`config.mk`:
```
export PLATFORM = sky130hd
export DESIGN_NAME = umd_top
export DESIGN_NICKNAME = d
export VERILOG_FILES = /design/src/rtl/umd_pkg.sv /design/src/rtl/umd_link_if.sv /design/src/rtl/umd_uart.sv /design/src/rtl/umd_top.sv
export VERILOG_INCLUDE_DIRS = /design/src /design/src/rtl
export SDC_FILE = /design/constraint.sdc
export NUM_CORES = 2
export LEC_CHECK = 0
export BUFFER_PORTS_ARGS = -buffer_cell sky130_fd_sc_hd__buf_2
export CAP_MARGIN = 20
export CORE_MARGIN = 1
export CORE_UTILIZATION = 37
export CTS_BUF_LIST = sky130_fd_sc_hd__clkbuf_8
export DETAILED_ROUTE_END_ITERATION = 10
export GPL_ROUTABILITY_DRIVEN = 1
export GPL_TIMING_DRIVEN = 0
export HOLD_SLACK_MARGIN = 0.15
export RECOVER_POWER = 25
export SETUP_SLACK_MARGIN = 0.2
export SLEW_MARGIN = 20
export SYNTH_ARGS = -nofsm -noshare
export SYNTH_HDL_FRONTEND = slang
export SYNTH_SLANG_ARGS = --single-unit
```
`constraint.sdc`:
```
create_clock -name clk_sys -period 6.7 [get_ports clk_sys]
set_input_delay 2.01 -clock clk_sys [delete_from_list [all_inputs] [get_ports clk_sys]]
set_output_delay 2.01 -clock clk_sys [all_outputs]
set_load 0.1 [all_outputs]
```
`src/rtl/umd_defines.svh`:
```
// Constants of the LED bypass dimming controller: offsets, fields, timing.
// Assumes inclusion by bare name from the design files.
`ifndef UMD_DEFINES_SVH
`define UMD_DEFINES_SVH
`define UMD_SYNC         8'h79
`define UMD_ACK          8'hC3
`define UMD_GLOBAL_ID    6'h3F
`define UMD_REG_GEN      8'h03
`define UMD_REG_SERIAL   8'h04
`define UMD_REG_STATUS   8'h08
`define UMD_BASE_TARGET  4'h1
`define UMD_BASE_PHASE   4'h2
`define UMD_BASE_HOLD    4'h3
`define UMD_BASE_DUTY    4'h5
`define UMD_GEN_RST      13'h0000
`define UMD_F_CLK        1:0
`define UMD_F_DIV        3:2
`define UMD_F_SHORT_LO   9:7
`define UMD_F_SHORT_HI   12:10
`define UMD_F_FADE       12
`define UMD_ST_TIMEOUT   0
`define UMD_ST_CRC       1
`define UMD_ST_PAR       2
`define UMD_ST_STOP      3
`define UMD_SYS_KHZ      64'h186A0
`define UMD_OSC_KHZ      64'h4000
`define UMD_NCO_INC      16'((64'h2 * `UMD_OSC_KHZ * 64'h10000) / `UMD_SYS_KHZ)
`define UMD_MIN_KBPS     64'hA
`define UMD_MAX_BIT_CYC  (`UMD_SYS_KHZ / `UMD_MIN_KBPS)
`define UMD_TIMEOUT_BITS 5'h10
`define UMD_FADE_SHIFT   4
`define UMD_DIM_BASE     5'h2
`endif

```
`src/rtl/umd_pkg.sv`:
```
// Types shared by the dimming controller modules.
// Assumes nothing beyond a SystemVerilog compiler.
package umd_pkg;
  typedef enum logic [5:0] {
    P_IDLE = 6'h01, P_ADDR = 6'h02, P_REG = 6'h04,
    P_DLO = 6'h08, P_LAST = 6'h10, P_RESP = 6'h20
  } umd_pkt_t;
  typedef enum logic [2:0] {
    R_IDLE = 3'h1, R_MEAS = 3'h2, R_DATA = 3'h4
  } umd_rx_t;
endpackage : umd_pkg

```
`src/rtl/umd_link_if.sv`:
```
// Byte link between the packet controller and the serial engine.
// Assumes both ends run on clk_sys.
`timescale 1ns/1ps
interface umd_link_if;
  logic       rxValid;
  logic [7:0] rxByte;
  logic       rxParErr;
  logic       rxStopErr;
  logic       rxTimeout;
  logic       pktActive;
  logic       txReq;
  logic [7:0] txByte;
  logic       txBusy;
  modport uart (output rxValid, rxByte, rxParErr, rxStopErr, rxTimeout,
                txBusy, input pktActive, txReq, txByte);
  modport ctrl (input rxValid, rxByte, rxParErr, rxStopErr, rxTimeout,
                txBusy, output pktActive, txReq, txByte);
endinterface : umd_link_if

```
`src/rtl/umd_uart.sv`:
```
// Autobaud serial engine: measures each packet's first start bit,
// receives 11-bit frames and sends replies on an open-drain line.
// Assumes rxIn synchronous to clk_sys and idle high.
`timescale 1ns/1ps
`include "umd_defines.svh"
module umd_uart #(
  parameter int BW          = 14,
  parameter int MAX_BIT_CYC = 10000
) (
  // Clock and reset
  input  wire logic clk_sys,
  input  wire logic nrst,
  // Serial pins
  input  wire logic rxIn,
  output logic      txOe,
  // Controller side
  umd_link_if.uart  link
);
  typedef struct packed {
    umd_pkg::umd_rx_t st;
    logic [BW-1:0]    cnt;
    logic [BW-1:0]    bitLen;
    logic [BW-1:0]    idleCnt;
    logic [4:0]       idleBits;
    logic [3:0]       idx;
    logic [9:0]       sh;
    logic             valid;
    logic             parErr;
    logic             stopErr;
    logic             timeout;
    logic [7:0]       rxB;
    logic             txOn;
    logic [BW-1:0]    txCnt;
    logic [3:0]       txIdx;
    logic [10:0]      txSh;
    logic             txOe;
  } umd_uart_t;
  localparam umd_uart_t RST = '{st: umd_pkg::R_IDLE, txSh: 11'h7FF,
                                default: '0};
  umd_uart_t s_q;
  umd_uart_t s_d;

  always_comb
  begin
    s_d = s_q;
    s_d.valid = 1'b0;
    s_d.timeout = 1'b0;
    case (s_q.st)
      umd_pkg::R_IDLE:
      begin
        s_d.idx = 4'h0;
        if (!rxIn)
        begin
          s_d.idleBits = 5'h0;
          s_d.idleCnt = '0;
          if (link.pktActive)
          begin
            s_d.st = umd_pkg::R_DATA;
            s_d.cnt = s_q.bitLen + (s_q.bitLen >> 1);
          end
          else
          begin
            s_d.st = umd_pkg::R_MEAS;
            s_d.cnt = BW'(1);
          end
        end
        else if (link.pktActive)
        begin
          // Idle line inside a packet counts whole bit lengths
          if (s_q.idleCnt >= s_q.bitLen - 1'b1)
          begin
            s_d.idleCnt = '0;
            s_d.idleBits = s_q.idleBits + 1'b1;
          end
          else
            s_d.idleCnt = s_q.idleCnt + 1'b1;
          if (s_q.idleBits == `UMD_TIMEOUT_BITS)
          begin
            s_d.timeout = 1'b1;
            s_d.idleBits = 5'h0;
          end
        end
        else
          s_d.idleBits = 5'h0;
      end
      umd_pkg::R_MEAS:
        if (rxIn)
        begin
          s_d.bitLen = s_q.cnt;
          s_d.cnt = s_q.cnt >> 1;
          s_d.st = umd_pkg::R_DATA;
        end
        else if (s_q.cnt == BW'(MAX_BIT_CYC))
          s_d.st = umd_pkg::R_IDLE;
        else
          s_d.cnt = s_q.cnt + 1'b1;
      umd_pkg::R_DATA:
        if (s_q.cnt == '0)
        begin
          s_d.sh = {rxIn, s_q.sh[9:1]};
          s_d.cnt = s_q.bitLen - 1'b1;
          s_d.idx = s_q.idx + 1'b1;
          if (s_q.idx == 4'h9)
          begin
            s_d.st = umd_pkg::R_IDLE;
            s_d.valid = 1'b1;
            s_d.rxB = s_d.sh[7:0];
            s_d.parErr = ^s_d.sh[8:0];
            s_d.stopErr = !rxIn;
          end
        end
        else
          s_d.cnt = s_q.cnt - 1'b1;
      default: s_d.st = umd_pkg::R_IDLE;
    endcase
    if (!s_q.txOn)
    begin
      if (link.txReq)
      begin
        s_d.txOn = 1'b1;
        s_d.txSh = {1'b1, ^link.txByte, link.txByte, 1'b0};
        s_d.txCnt = s_q.bitLen - 1'b1;
        s_d.txIdx = 4'h0;
      end
    end
    else if (s_q.txCnt == '0)
    begin
      s_d.txSh = {1'b1, s_q.txSh[10:1]};
      s_d.txCnt = s_q.bitLen - 1'b1;
      s_d.txIdx = s_q.txIdx + 1'b1;
      if (s_q.txIdx == 4'hA)
        s_d.txOn = 1'b0;
    end
    else
      s_d.txCnt = s_q.txCnt - 1'b1;
    s_d.txOe = s_d.txOn && !s_d.txSh[0];
  end

  always_ff @(posedge clk_sys or negedge nrst)
  begin
    if (!nrst)
      s_q <= RST;
    else
      s_q <= s_d;
  end

  assign link.rxValid   = s_q.valid;
  assign link.rxByte    = s_q.rxB;
  assign link.rxParErr  = s_q.parErr;
  assign link.rxStopErr = s_q.stopErr;
  assign link.rxTimeout = s_q.timeout;
  assign link.txBusy    = s_q.txOn;
  assign txOe           = s_q.txOe;
endmodule : umd_uart

```
`src/rtl/umd_top.sv`:
```
// Packet controller, register file and six-switch PWM/fade engine.
// Assumes synchronous straps and pins; power-on reset drives nrst.
`timescale 1ns/1ps
`include "umd_defines.svh"
module umd_top #(
  parameter int BW          = 14,
  parameter int MAX_BIT_CYC = int'(`UMD_MAX_BIT_CYC),
  parameter int HOLD_W      = 8
) (
  // Clock and reset
  input  wire logic       clk_sys,
  input  wire logic       nrst,
  // Identity straps
  input  wire logic [3:0] idLowStrap,
  input  wire logic [3:0] idHighStrap,
  // Serial pins
  input  wire logic       rxIn,
  output logic            txOut,
  output logic            txOe,
  // PWM clock pin
  input  wire logic       pwmClkIn,
  output logic            pwmClkOut,
  output logic            pwmClkOe,
  // Switches and fault detectors
  output logic [5:0]      switchClosed,
  output logic [5:0]      ledDetEn,
  output logic [5:0]      traceDetEn,
  output logic [2:0]      shortLimitLow,
  output logic [2:0]      shortLimitHigh
);
  typedef struct packed {
    umd_pkg::umd_pkt_t       pst;
    logic                    idDone;
    logic [5:0]              id;
    logic                    isRead;
    logic                    match;
    logic                    ackable;
    logic [7:0]              regAddr;
    logic [7:0]              dataLo;
    logic [2:0]              crc;
    logic [12:0]             resp;
    logic [2:0]              respCrc;
    logic [1:0]              respLeft;
    logic [1:0]              respIdx;
    logic                    txReq;
    logic [7:0]              txByte;
    logic [12:0]             gen;
    logic [5:0]              cluster;
    logic [3:0]              status;
    logic [5:0][12:0]        target;
    logic [5:0][11:0]        phase;
    logic [5:0][11:0]        cur;
    logic [5:0][HOLD_W-1:0]  hold;
    logic [5:0][HOLD_W-1:0]  holdCnt;
    logic [15:0]             nco;
    logic                    pclk;
    logic                    extPrev;
    logic                    pinOe;
    logic [3:0]              pre;
    logic [11:0]             tb;
    logic [5:0]              closed;
    logic [5:0]              ledDet;
    logic [5:0]              trDet;
  } umd_top_t;
  localparam umd_top_t RST = '{pst: umd_pkg::P_IDLE, gen: `UMD_GEN_RST,
                               closed: 6'h3F, default: '0};
  umd_top_t s_q;
  umd_top_t s_d;
  umd_link_if link ();

  umd_uart #(.BW(BW), .MAX_BIT_CYC(MAX_BIT_CYC)) u_uart (
    .clk_sys (clk_sys),
    .nrst    (nrst),
    .rxIn    (rxIn),
    .txOe    (txOe),
    .link    (link)
  );

  function automatic logic [2:0] crcUpd(input logic [2:0] c,
                                        input logic [7:0] d,
                                        input int n);
    logic [2:0] r;
    logic       fb;
    r = c;
    for (int i = 0; i < 8; i++)
      if (i < n)
      begin
        fb = r[2] ^ d[i];
        r = {r[1], r[0] ^ fb, fb};
      end
    return r;
  endfunction : crcUpd

  function automatic logic regHit(input logic [7:0] a,
                                  input logic [3:0] base);
    return a[7:4] == base && a[3:0] < 4'h6;
  endfunction : regHit

  function automatic logic [11:0] fadeStep(input logic [11:0] c,
                                           input logic [11:0] t);
    logic [11:0] st;
    st = c >> `UMD_FADE_SHIFT;
    if (st == 12'h000)
      st = 12'h001;
    if (t > c)
      return (t - c <= st) ? t : c + st;
    return (c - t <= st) ? t : c - st;
  endfunction : fadeStep

  always_comb
  begin
    logic [12:0] rv;
    logic [12:0] wd;
    logic [7:0]  b;
    logic [2:0]  ai;
    logic [2:0]  c;
    logic        wr;
    logic        carry;
    logic        tick;
    logic        tbTick;
    rv = 13'h0000;
    wd = {link.rxByte[4:0], s_q.dataLo};
    b = link.rxByte;
    ai = s_q.regAddr[2:0];
    c = 3'h0;
    wr = 1'b0;
    carry = 1'b0;
    tick = 1'b0;
    tbTick = 1'b0;
    s_d = s_q;
    s_d.txReq = 1'b0;
    if (!s_q.idDone)
    begin
      s_d.id = {idHighStrap[1:0], idLowStrap};
      s_d.idDone = 1'b1;
    end
    // Read data for the addressed register; unmapped reads as zero
    if (s_q.regAddr == `UMD_REG_GEN)
      rv = s_q.gen;
    else if (s_q.regAddr == `UMD_REG_SERIAL)
      rv = {7'h00, s_q.cluster};
    else if (s_q.regAddr == `UMD_REG_STATUS)
      rv = {9'h000, s_q.status};
    else if (regHit(s_q.regAddr, `UMD_BASE_TARGET))
      rv = s_q.target[ai];
    else if (regHit(s_q.regAddr, `UMD_BASE_PHASE))
      rv = {1'b0, s_q.phase[ai]};
    else if (regHit(s_q.regAddr, `UMD_BASE_HOLD))
      rv = 13'(s_q.hold[ai]);
    else if (regHit(s_q.regAddr, `UMD_BASE_DUTY))
      rv = {1'b0, s_q.cur[ai]};
    if (link.rxValid && s_q.pst != umd_pkg::P_RESP)
    begin
      if (link.rxParErr || link.rxStopErr)
      begin
        s_d.status[`UMD_ST_PAR] = s_q.status[`UMD_ST_PAR] | link.rxParErr;
        s_d.status[`UMD_ST_STOP] = s_q.status[`UMD_ST_STOP]
                                 | link.rxStopErr;
        s_d.pst = umd_pkg::P_IDLE;
      end
      else
        case (s_q.pst)
          umd_pkg::P_IDLE:
            if (b == `UMD_SYNC)
            begin
              s_d.pst = umd_pkg::P_ADDR;
              s_d.crc = 3'h0;
            end
          umd_pkg::P_ADDR:
          begin
            s_d.isRead = b[0];
            s_d.ackable = !b[7];
            s_d.match = b[7] ? (!b[0] && (b[6:1] == s_q.cluster
                                || b[6:1] == `UMD_GLOBAL_ID))
                             : b[6:1] == s_q.id;
            s_d.crc = crcUpd(s_q.crc, b, 8);
            s_d.pst = umd_pkg::P_REG;
          end
          umd_pkg::P_REG:
          begin
            s_d.regAddr = b;
            s_d.crc = crcUpd(s_q.crc, b, 8);
            s_d.pst = s_q.isRead ? umd_pkg::P_LAST : umd_pkg::P_DLO;
          end
          umd_pkg::P_DLO:
          begin
            s_d.dataLo = b;
            s_d.crc = crcUpd(s_q.crc, b, 8);
            s_d.pst = umd_pkg::P_LAST;
          end
          umd_pkg::P_LAST:
          begin
            c = crcUpd(s_q.crc, {3'h0, b[4:0]}, 5);
            s_d.pst = umd_pkg::P_IDLE;
            if (c != b[7:5])
              s_d.status[`UMD_ST_CRC] = 1'b1;
            else if (s_q.match && s_q.isRead)
            begin
              s_d.resp = rv;
              s_d.respCrc = crcUpd(crcUpd(3'h0, rv[7:0], 8),
                                   {3'h0, rv[12:8]}, 5);
              s_d.respLeft = 2'h3;
              s_d.respIdx = 2'h0;
              s_d.pst = umd_pkg::P_RESP;
            end
            else if (s_q.match)
            begin
              wr = 1'b1;
              s_d.respLeft = 2'h1;
              s_d.respIdx = 2'h0;
              if (s_q.ackable)
                s_d.pst = umd_pkg::P_RESP;
            end
          end
          default: s_d.pst = umd_pkg::P_IDLE;
        endcase
    end
    if (wr)
    begin
      if (s_q.regAddr == `UMD_REG_GEN)
        s_d.gen = wd;
      else if (s_q.regAddr == `UMD_REG_SERIAL)
        s_d.cluster = wd[5:0];
      else if (s_q.regAddr == `UMD_REG_STATUS)
        s_d.status = s_q.status & ~wd[3:0];
      else if (regHit(s_q.regAddr, `UMD_BASE_TARGET))
        s_d.target[ai] = wd;
      else if (regHit(s_q.regAddr, `UMD_BASE_PHASE))
        s_d.phase[ai] = wd[11:0];
      else if (regHit(s_q.regAddr, `UMD_BASE_HOLD))
        s_d.hold[ai] = wd[HOLD_W-1:0];
    end
    if (link.rxTimeout && s_q.pst != umd_pkg::P_RESP)
    begin
      s_d.status[`UMD_ST_TIMEOUT] = 1'b1;
      s_d.pst = umd_pkg::P_IDLE;
    end
    if (s_q.pst == umd_pkg::P_RESP && !s_q.txReq && !link.txBusy)
    begin
      if (s_q.respLeft == 2'h0)
        s_d.pst = umd_pkg::P_IDLE;
      else
      begin
        s_d.txReq = 1'b1;
        s_d.txByte = (s_q.respIdx == 2'h0) ? `UMD_ACK
                   : (s_q.respIdx == 2'h1) ? s_q.resp[7:0]
                   : {s_q.respCrc, s_q.resp[12:8]};
        s_d.respIdx = s_q.respIdx + 2'h1;
        s_d.respLeft = s_q.respLeft - 2'h1;
      end
    end
    // PWM clock: internal oscillator or sampled external pin
    {carry, s_d.nco} = {1'b0, s_q.nco} + {1'b0, `UMD_NCO_INC};
    if (carry)
      s_d.pclk = !s_q.pclk;
    s_d.extPrev = pwmClkIn;
    tick = s_q.gen[1] ? (pwmClkIn && !s_q.extPrev)
                      : (carry && !s_q.pclk);
    s_d.pinOe = s_q.gen[`UMD_F_CLK] == 2'h1 && !s_d.pclk;
    if (tick)
    begin
      if (s_q.pre == 4'((`UMD_DIM_BASE << s_q.gen[`UMD_F_DIV]) - 5'h1))
      begin
        s_d.pre = 4'h0;
        tbTick = 1'b1;
      end
      else
        s_d.pre = s_q.pre + 4'h1;
    end
    if (tbTick)
    begin
      s_d.tb = s_q.tb + 12'h001;
      for (int i = 0; i < 6; i++)
      begin
        if (s_q.cur[i] == 12'h000)
          s_d.closed[i] = 1'b1;
        else if (s_q.closed[i] && s_d.tb == s_q.phase[i])
          s_d.closed[i] = 1'b0;
        else if (!s_q.closed[i] && 12'(s_d.tb - s_q.phase[i]) > s_q.cur[i])
          s_d.closed[i] = 1'b1;
        if (s_q.tb == 12'hFFF)
        begin
          if (!s_q.target[i][`UMD_F_FADE])
            s_d.cur[i] = s_q.target[i][11:0];
          else if (s_q.cur[i] != s_q.target[i][11:0])
          begin
            if (s_q.holdCnt[i] + 1'b1 >= s_q.hold[i])
            begin
              s_d.holdCnt[i] = '0;
              s_d.cur[i] = fadeStep(s_q.cur[i],
                                    s_q.target[i][11:0]);
            end
            else
              s_d.holdCnt[i] = s_q.holdCnt[i] + 1'b1;
          end
        end
      end
    end
    for (int i = 0; i < 6; i++)
    begin
      s_d.ledDet[i] = !s_d.closed[i];
      s_d.trDet[i] = s_d.closed[i] && s_d.cur[i] != 12'hFFF;
    end
  end

  always_ff @(posedge clk_sys or negedge nrst)
  begin
    if (!nrst)
      s_q <= RST;
    else
      s_q <= s_d;
  end

  assign link.pktActive = s_q.pst != umd_pkg::P_IDLE
                       && s_q.pst != umd_pkg::P_RESP;
  assign link.txReq     = s_q.txReq;
  assign link.txByte    = s_q.txByte;
  assign txOut          = 1'b0;
  assign pwmClkOut      = 1'b0;
  assign pwmClkOe       = s_q.pinOe;
  assign switchClosed   = s_q.closed;
  assign ledDetEn       = s_q.ledDet;
  assign traceDetEn     = s_q.trDet;
  assign shortLimitLow  = s_q.gen[`UMD_F_SHORT_LO];
  assign shortLimitHigh = s_q.gen[`UMD_F_SHORT_HI];
endmodule : umd_top

```
Word-level counts from Yosys, hierarchy flattened
Index checks and enable logic that the tools add are counted.
Widths: inputs -> output; s select.
{"block": "totals", "inputBits": 12, "ff_bits": 565}
{"block": "classes", "n_eq_ne": 60, "add_sub_neg": 51, "n_lt_le_gt_ge": 34, "shifts": 1, "n_reduce_logical": 108, "muxes": 388, "bitwise": 88}
{"op": "$mux 12", "n": 84}
{"op": "$mux 154", "n": 3}
{"op": "$mux 3", "n": 145}
{"op": "$sub 12x12->12", "n": 24}
{"op": "$mux 72", "n": 3}
{"op": "$mux 150", "n": 1}
{"op": "$gt 12x12->1", "n": 12}
{"op": "$le 12x12->1", "n": 12}
{"op": "$logic_not 12->1", "n": 12}
{"op": "$mux 8", "n": 16}
{"op": "$mux 13", "n": 8}
{"op": "$bwmux 78", "n": 1}
{"op": "$mux 78", "n": 1}
{"op": "$xor 1x1->1", "n": 76}
{"op": "$mux 1", "n": 75}
{"op": "$add 12x12->12", "n": 6}
{"op": "$bmux 12 s3", "n": 2}
{"op": "$bwmux 72", "n": 1}
{"op": "$eq 12x12->1", "n": 6}
{"op": "$ne 12x12->1", "n": 6}
{"op": "$ne 12x12->1 const B", "n": 6}
{"op": "$mux 14", "n": 5}
{"op": "$mux 17", "n": 4}
{"op": "$mux 6", "n": 11}
{"op": "other kinds (85)", "n": 210}

Longest topological paths before layout
{"block": "logic_depth", "ltp_word": 109, "depth_mapped": 23, "depth_no_buf": 23}

Hierarchy
From an unflattened synthesis, not the netlist that was laid out.
{"block": "unflattened", "hier_cells": 5852, "hier_area_um2": 50480.9}
{"module": "umd_top", "area_each_um2": 43030.0, "cells_per_inst": 5011, "instances": 1}
{"module": "umd_uart", "area_each_um2": 7450.9, "cells_per_inst": 841, "instances": 1}

Least setup slack after synthesis
Ideal clock, no wire load.
{"block": "synth_timing", "path_kind": "register -> register", "start": "register s_q[198] (netlist name)", "end": "register s_q (netlist bit traceDetEn[4])", "required_time_ns": 6.558, "setup_ns": 0.142, "path_slack_ns": 1.969, "period_less_slack_ns": 4.731, "arrival_time_ns": 4.589, "path_stages_with_launch": 21, "path_buffers": 0, "cell_sequence": "dfrtp_1 -> inv_1 -> ha_1 -> nor2b_1 -> o31a_1 -> o21a_1 -> nor2_1 -> o21ai_0 -> xor2_1 -> ha_1 -> nand4_1 -> a21oi_1 -> a2111oi_0 -> o221ai_1 -> nor4_1 -> mux2i_1 -> o22ai_1 -> a221o_1 -> nand4_1 -> nor4bb_1 -> a41oi_1"}
{"element": "start, declared", "line_no": "umd_top.sv:67", "rtl": "umd_top_t s_q;"}
{"element": "start signal, assigned", "line_no": "umd_top.sv:309", "rtl": "s_q <= RST;"}
{"element": "start signal, assigned", "line_no": "umd_top.sv:311", "rtl": "s_q <= s_d;"}

==> Flow_metrics.wiki <==
{| class="wikitable"
! Metric !! Value
|-
| Relative area change from synthesis to final layout || 10.4%
|-
| Number of instances in the synthesized netlist || approximately 5.9k
|-
| Remaining max-slew budget at the tightest pin || -1.70
|-
| Max H-tree Level || 3
|-
| Average instance area after synthesis || 8.55 µm²
|-
| Filler-free cell count of the finished design || 7953
|-
| Number of iterations in the first detailed-routing pass || 6
|-
| Number of routed nets with antenna violations || 0
|-
| Number of synthesized register bits || 563
|-
| Number of fillers in the final layout || between 10k and 15k
|-
| Number of unique standard cell types used by synthesis || 109
|-
| Max Clk Rate || 0.159 GHz
|-
| Starting density of the core || 0.373
|-
| Terminus of the critical flop-to-flop path || traceDetEn[4]
|-
| Combinational power share || 0.075
|-
| Most used flip-flop cell after synthesis || dfrtp_1
|-
| Number of clock buffers inserted by TritonCTS || 102
|-
| Net switching component of the power || 2.15 mW
|-
| Clk sink count || 563
|-
| Final number of max-transition violations || 64
|-
| Result of the run || finished, violations left
|-
| CP endpoint kind || flop
|-
| Vias in the first global route || 45.0k
|-
| Sequential power share || 0.437
|-
| Port bufs || 34
|-
| Final Hold Violating Endpoints || 0
|-
| Clock transition at path regs || 0.08 ns
|-
| Category of the most critical setup path || reg2reg
|-
| Clock latency reported for the late side of the worst-skew pair || 0.86 ns
|-
| Routability cong. || 1.07
|-
| Worst reg-to-reg path cell count || 22
|-
| Placement Rows || 135
|-
| Post-synthesis instance area || about 51000 µm²
|-
| Clk pwr share || 0.488
|-
| Post-detailed-route DRC marker count || 0
|-
| Clock tree from TritonCTS || done
|-
| Net switching fraction of the power || 0.270
|-
| CTS max path bufs || 3
|-
| Slew @ Worst Pin || 4.04 ns
|-
| CTS root buf || clkbuf_8
|-
| Placeable core region || 136000 µm²
|-
| Power Internal || 5.83 mW
|-
| Routed vias || 46.9k
|-
| Post-detailed-route via-to-cell ratio || 5.90
|-
| Worst hold-check path type || reg2reg
|-
| Die Area || roughly 140000 µm²
|-
| Vertical die dimension || 372 µm
|-
| Violations in the final reports || max-capacitance violations, max-slew violations
|-
| Number of warning messages in the yosys log || 0
|-
| Crit path arrival time || between 6 and 7 ns
|-
| Cells on Worst Hold Path || 2
|-
| DRC violation total after the first TritonRoute iteration || between 5k and 6k
|-
| Final Util || 0.412
|-
| Maximum fanout encountered on the critical timing path || 9
|-
| Reg2reg setup slack || 0.42 ns
|-
| Endpoints failing setup || 0
|-
| Congestion Overflow GR || 0
|-
| Most common cell after layout, fill and taps aside || ha_1
|-
| Most frequent cells in the layout || ha_1 (573), dfrtp_1 (544), inv_1 (489)
|-
| Leakage power || 25.2 nW
|-
| Boundary pin count || 40
|-
| Die width || 372 µm
|-
| WP data required || between 7 and 8 ns
|-
| Layout Skew || 0.0642 ns
|-
| Global routing usage summed across all routing layers || 0.275
|-
| Routed wire length || 193 mm
|-
| Unrepaired setup endpoints after global routing || false
|-
| Layout cells sized above 1 || 0.105
|-
| Beginning of the worst register-to-register path || s_q[18]
|-
| Sequential area share after synthesis || 0.279
|-
| Maximum number of pins on one net before global-route repair || 98
|-
| Startpoint of the worst hold path || u_uart.s_q[5]
|-
| Wirelength per Cell || between 20 and 25 µm
|-
| Initial antenna violation count || 11
|-
| Placed wire-length estimate || approximately 150 mm
|-
| Pwr Density || 143 nW/µm²
|-
| Total number of nets in the final design || 6700
|-
| Max-Cap Viols || 1
|-
| Share of flip-flops with an asynchronous set or reset after synthesis || 1.00
|-
| Post-synth EDFFs || 0
|-
| Wire length of the first global-routing pass || 288 mm
|-
| Shortest clock period the worst path allows after layout || 6.28 ns
|-
| DP Cell Count || 7757
|-
| Startpoint class of the critical path || flop
|-
| Worst min-delay path endpoint || u_uart.s_q[4]
|-
| Fraction of the cycle the final worst path needs || 0.937
|-
| Peak supply drop || 0.134 mV
|}
cell usage after synthesis (17+ instances only):
library cell	number	area, µm²
nor2_1	428	1610
nand2_1	454	1700
nor3_1	152	761
xnor2_1	237	2080
nor4_1	36	225
mux2i_1	70	701
mux2_2	216	2430
buf_2	28	140
dfstp_2	19	499
a221oi_1	43	377
xor2_1	130	1140
buf_4	33	248
nand3_1	158	791
a31oi_1	56	350
o31ai_1	38	285
nand4_1	92	576
buf_1	17	63.8
a22o_1	33	289
a21oi_1	325	1630
nor2b_1	87	544
and3_1	54	338
ha_1	574	7180
o21a_1	68	510
dfrtp_1	544	13600
a211oi_1	55	413
o221ai_1	37	324
o21ai_0	398	1990
a221o_1	18	180
fa_1	31	621
and2_1	23	144
mux2_4	21	315
or3_1	27	169
a21boi_0	23	173
o211ai_1	46	345
inv_1	458	1720
a22oi_1	31	233
or2_2	28	175
o21bai_1	39	293
clkbuf_1	232	871
o22ai_1	64	400
a21o_1	115	863
nand2b_1	99	619
how the worst max path moves through the flow:
| stage | startpoint | endpoint | slack (ns) | cells after the start |
|---|---|---|---|---|
| floorplan | s_q[198] | traceDetEn[4] | 1.97 | 20 |
| global placement | nrst | s_q[38] | -8.74 | 1 |
| detailed placement | s_q[198] | traceDetEn[4] | -0.27 | 20 |
| CTS | s_q[18] | traceDetEn[4] | 0.34 | 22 |
| global route | s_q[177] | traceDetEn[2] | 0.26 | 21 |
| finish | s_q[18] | traceDetEn[4] | 0.42 | 22 |
per-stage QoR:
step                total power [mW]  instance area (µm²)  hold WS [ns]  setup TNS (ns)  setup WS [ns]
global placement                4.13                53000         0.451        -4804.90          -8.74
global route                    8.29                55900         0.502               0          0.262
finish                          7.98                55900         0.473               0          0.423
CTS                             8.06                55900         0.460               0          0.340
detailed placement              4.15                53500         0.451          -0.274         -0.274
floorplan                       3.92                50600         0.435               0           1.97
sequential cells by signal, indices dropped and copies added, names as in the netlist, 3 cells and up:
register / count
link.txByte: 8
shortLimitLow: 3
traceDetEn: 6
s_q: 423
shortLimitHigh: 3
u_uart.s_q: 92
switchClosed: 6
ledDetEn: 6
u_uart.link.rxByte: 8
layer usage:
layer | vias up | track usage | share of wire
met3 | 502 | 0.0492 | 0.082
met2 | 2034 | 0.423 | 0.43
li1 | 21500 | - | -
met4 | 8 | 0.121 | 0.049
met5 | - | 0 | 0.00023
met1 | 22800 | 0.374 | 0.44
power groups by stage:
stage                     sequential [mW]  clock (mW)  combinational (mW)
after floorplan                      3.54           0               0.384
after global placement               3.55           0               0.584
after detailed placement             3.55           0               0.599
after CTS                            3.49        3.97               0.601
after global routing                 3.49        4.12               0.673
final                                3.49        3.89               0.598
worst max-delay path: stages, from the launching register on:
cell      delay (ns)
dfrtp_1         0.93
ha_2            0.62
inv_1           0.78
fa_1            0.36
nor2b_1         0.05
o21ai_0         0.15
nand2b_1        0.11
a21o_1          0.19
a21o_1          0.19
a21oi_1         0.15
nor2_1          0.06
o21ai_0         0.16
nand2b_1        0.08
a21oi_1         0.18
xnor2_1         0.29
ha_1            0.35
and4_1          0.17
a221oi_1        0.27
a211oi_1        0.09
a21oi_1         0.14
nor2_1          0.05
a21oi_1         0.57
a41oi_1         0.17
logic make-up after synthesis:
kind of cell	synth area share
flip-flops	0.279
XOR/XNOR	0.0638
AND/OR/NAND/NOR	0.167
adder cells (fa/ha/maj)	0.155
AO/OA/AOI/OAI	0.202
buffers and inverters	0.0616
other	0.000148
multiplexers	0.0717
area by class of cell:
| class | instances | area, µm² | share of cell area |
|---|---|---|---|
| buffer | 316 | 1410 | 0.0252 |
| sequential | 563 | 14100 | 0.252 |
| antenna | 4 | 10.0 | 0.000179 |
| inverter | 460 | 1730 | 0.0309 |
| clock inverter | 52 | 531 | 0.00949 |
| timing repair buffer | 54 | 470 | 0.00842 |
| clock buffer | 137 | 1890 | 0.0337 |
| tap | 1781 | 2230 | 0.0399 |
| multi-input combinational | 4586 | 33500 | 0.600 |
repair_timing:
action                                 4_1_cts  5_1_grt
endpoints found under the hold margin        0        0
setup buffers                                0        2
gates resized for setup                      2        2
gates cloned                                 0        0
hold buffers                                 0        0
pin swaps                                    0        1
setup endpoints to repair                    1        2
(Power assumes the default switching activity.)
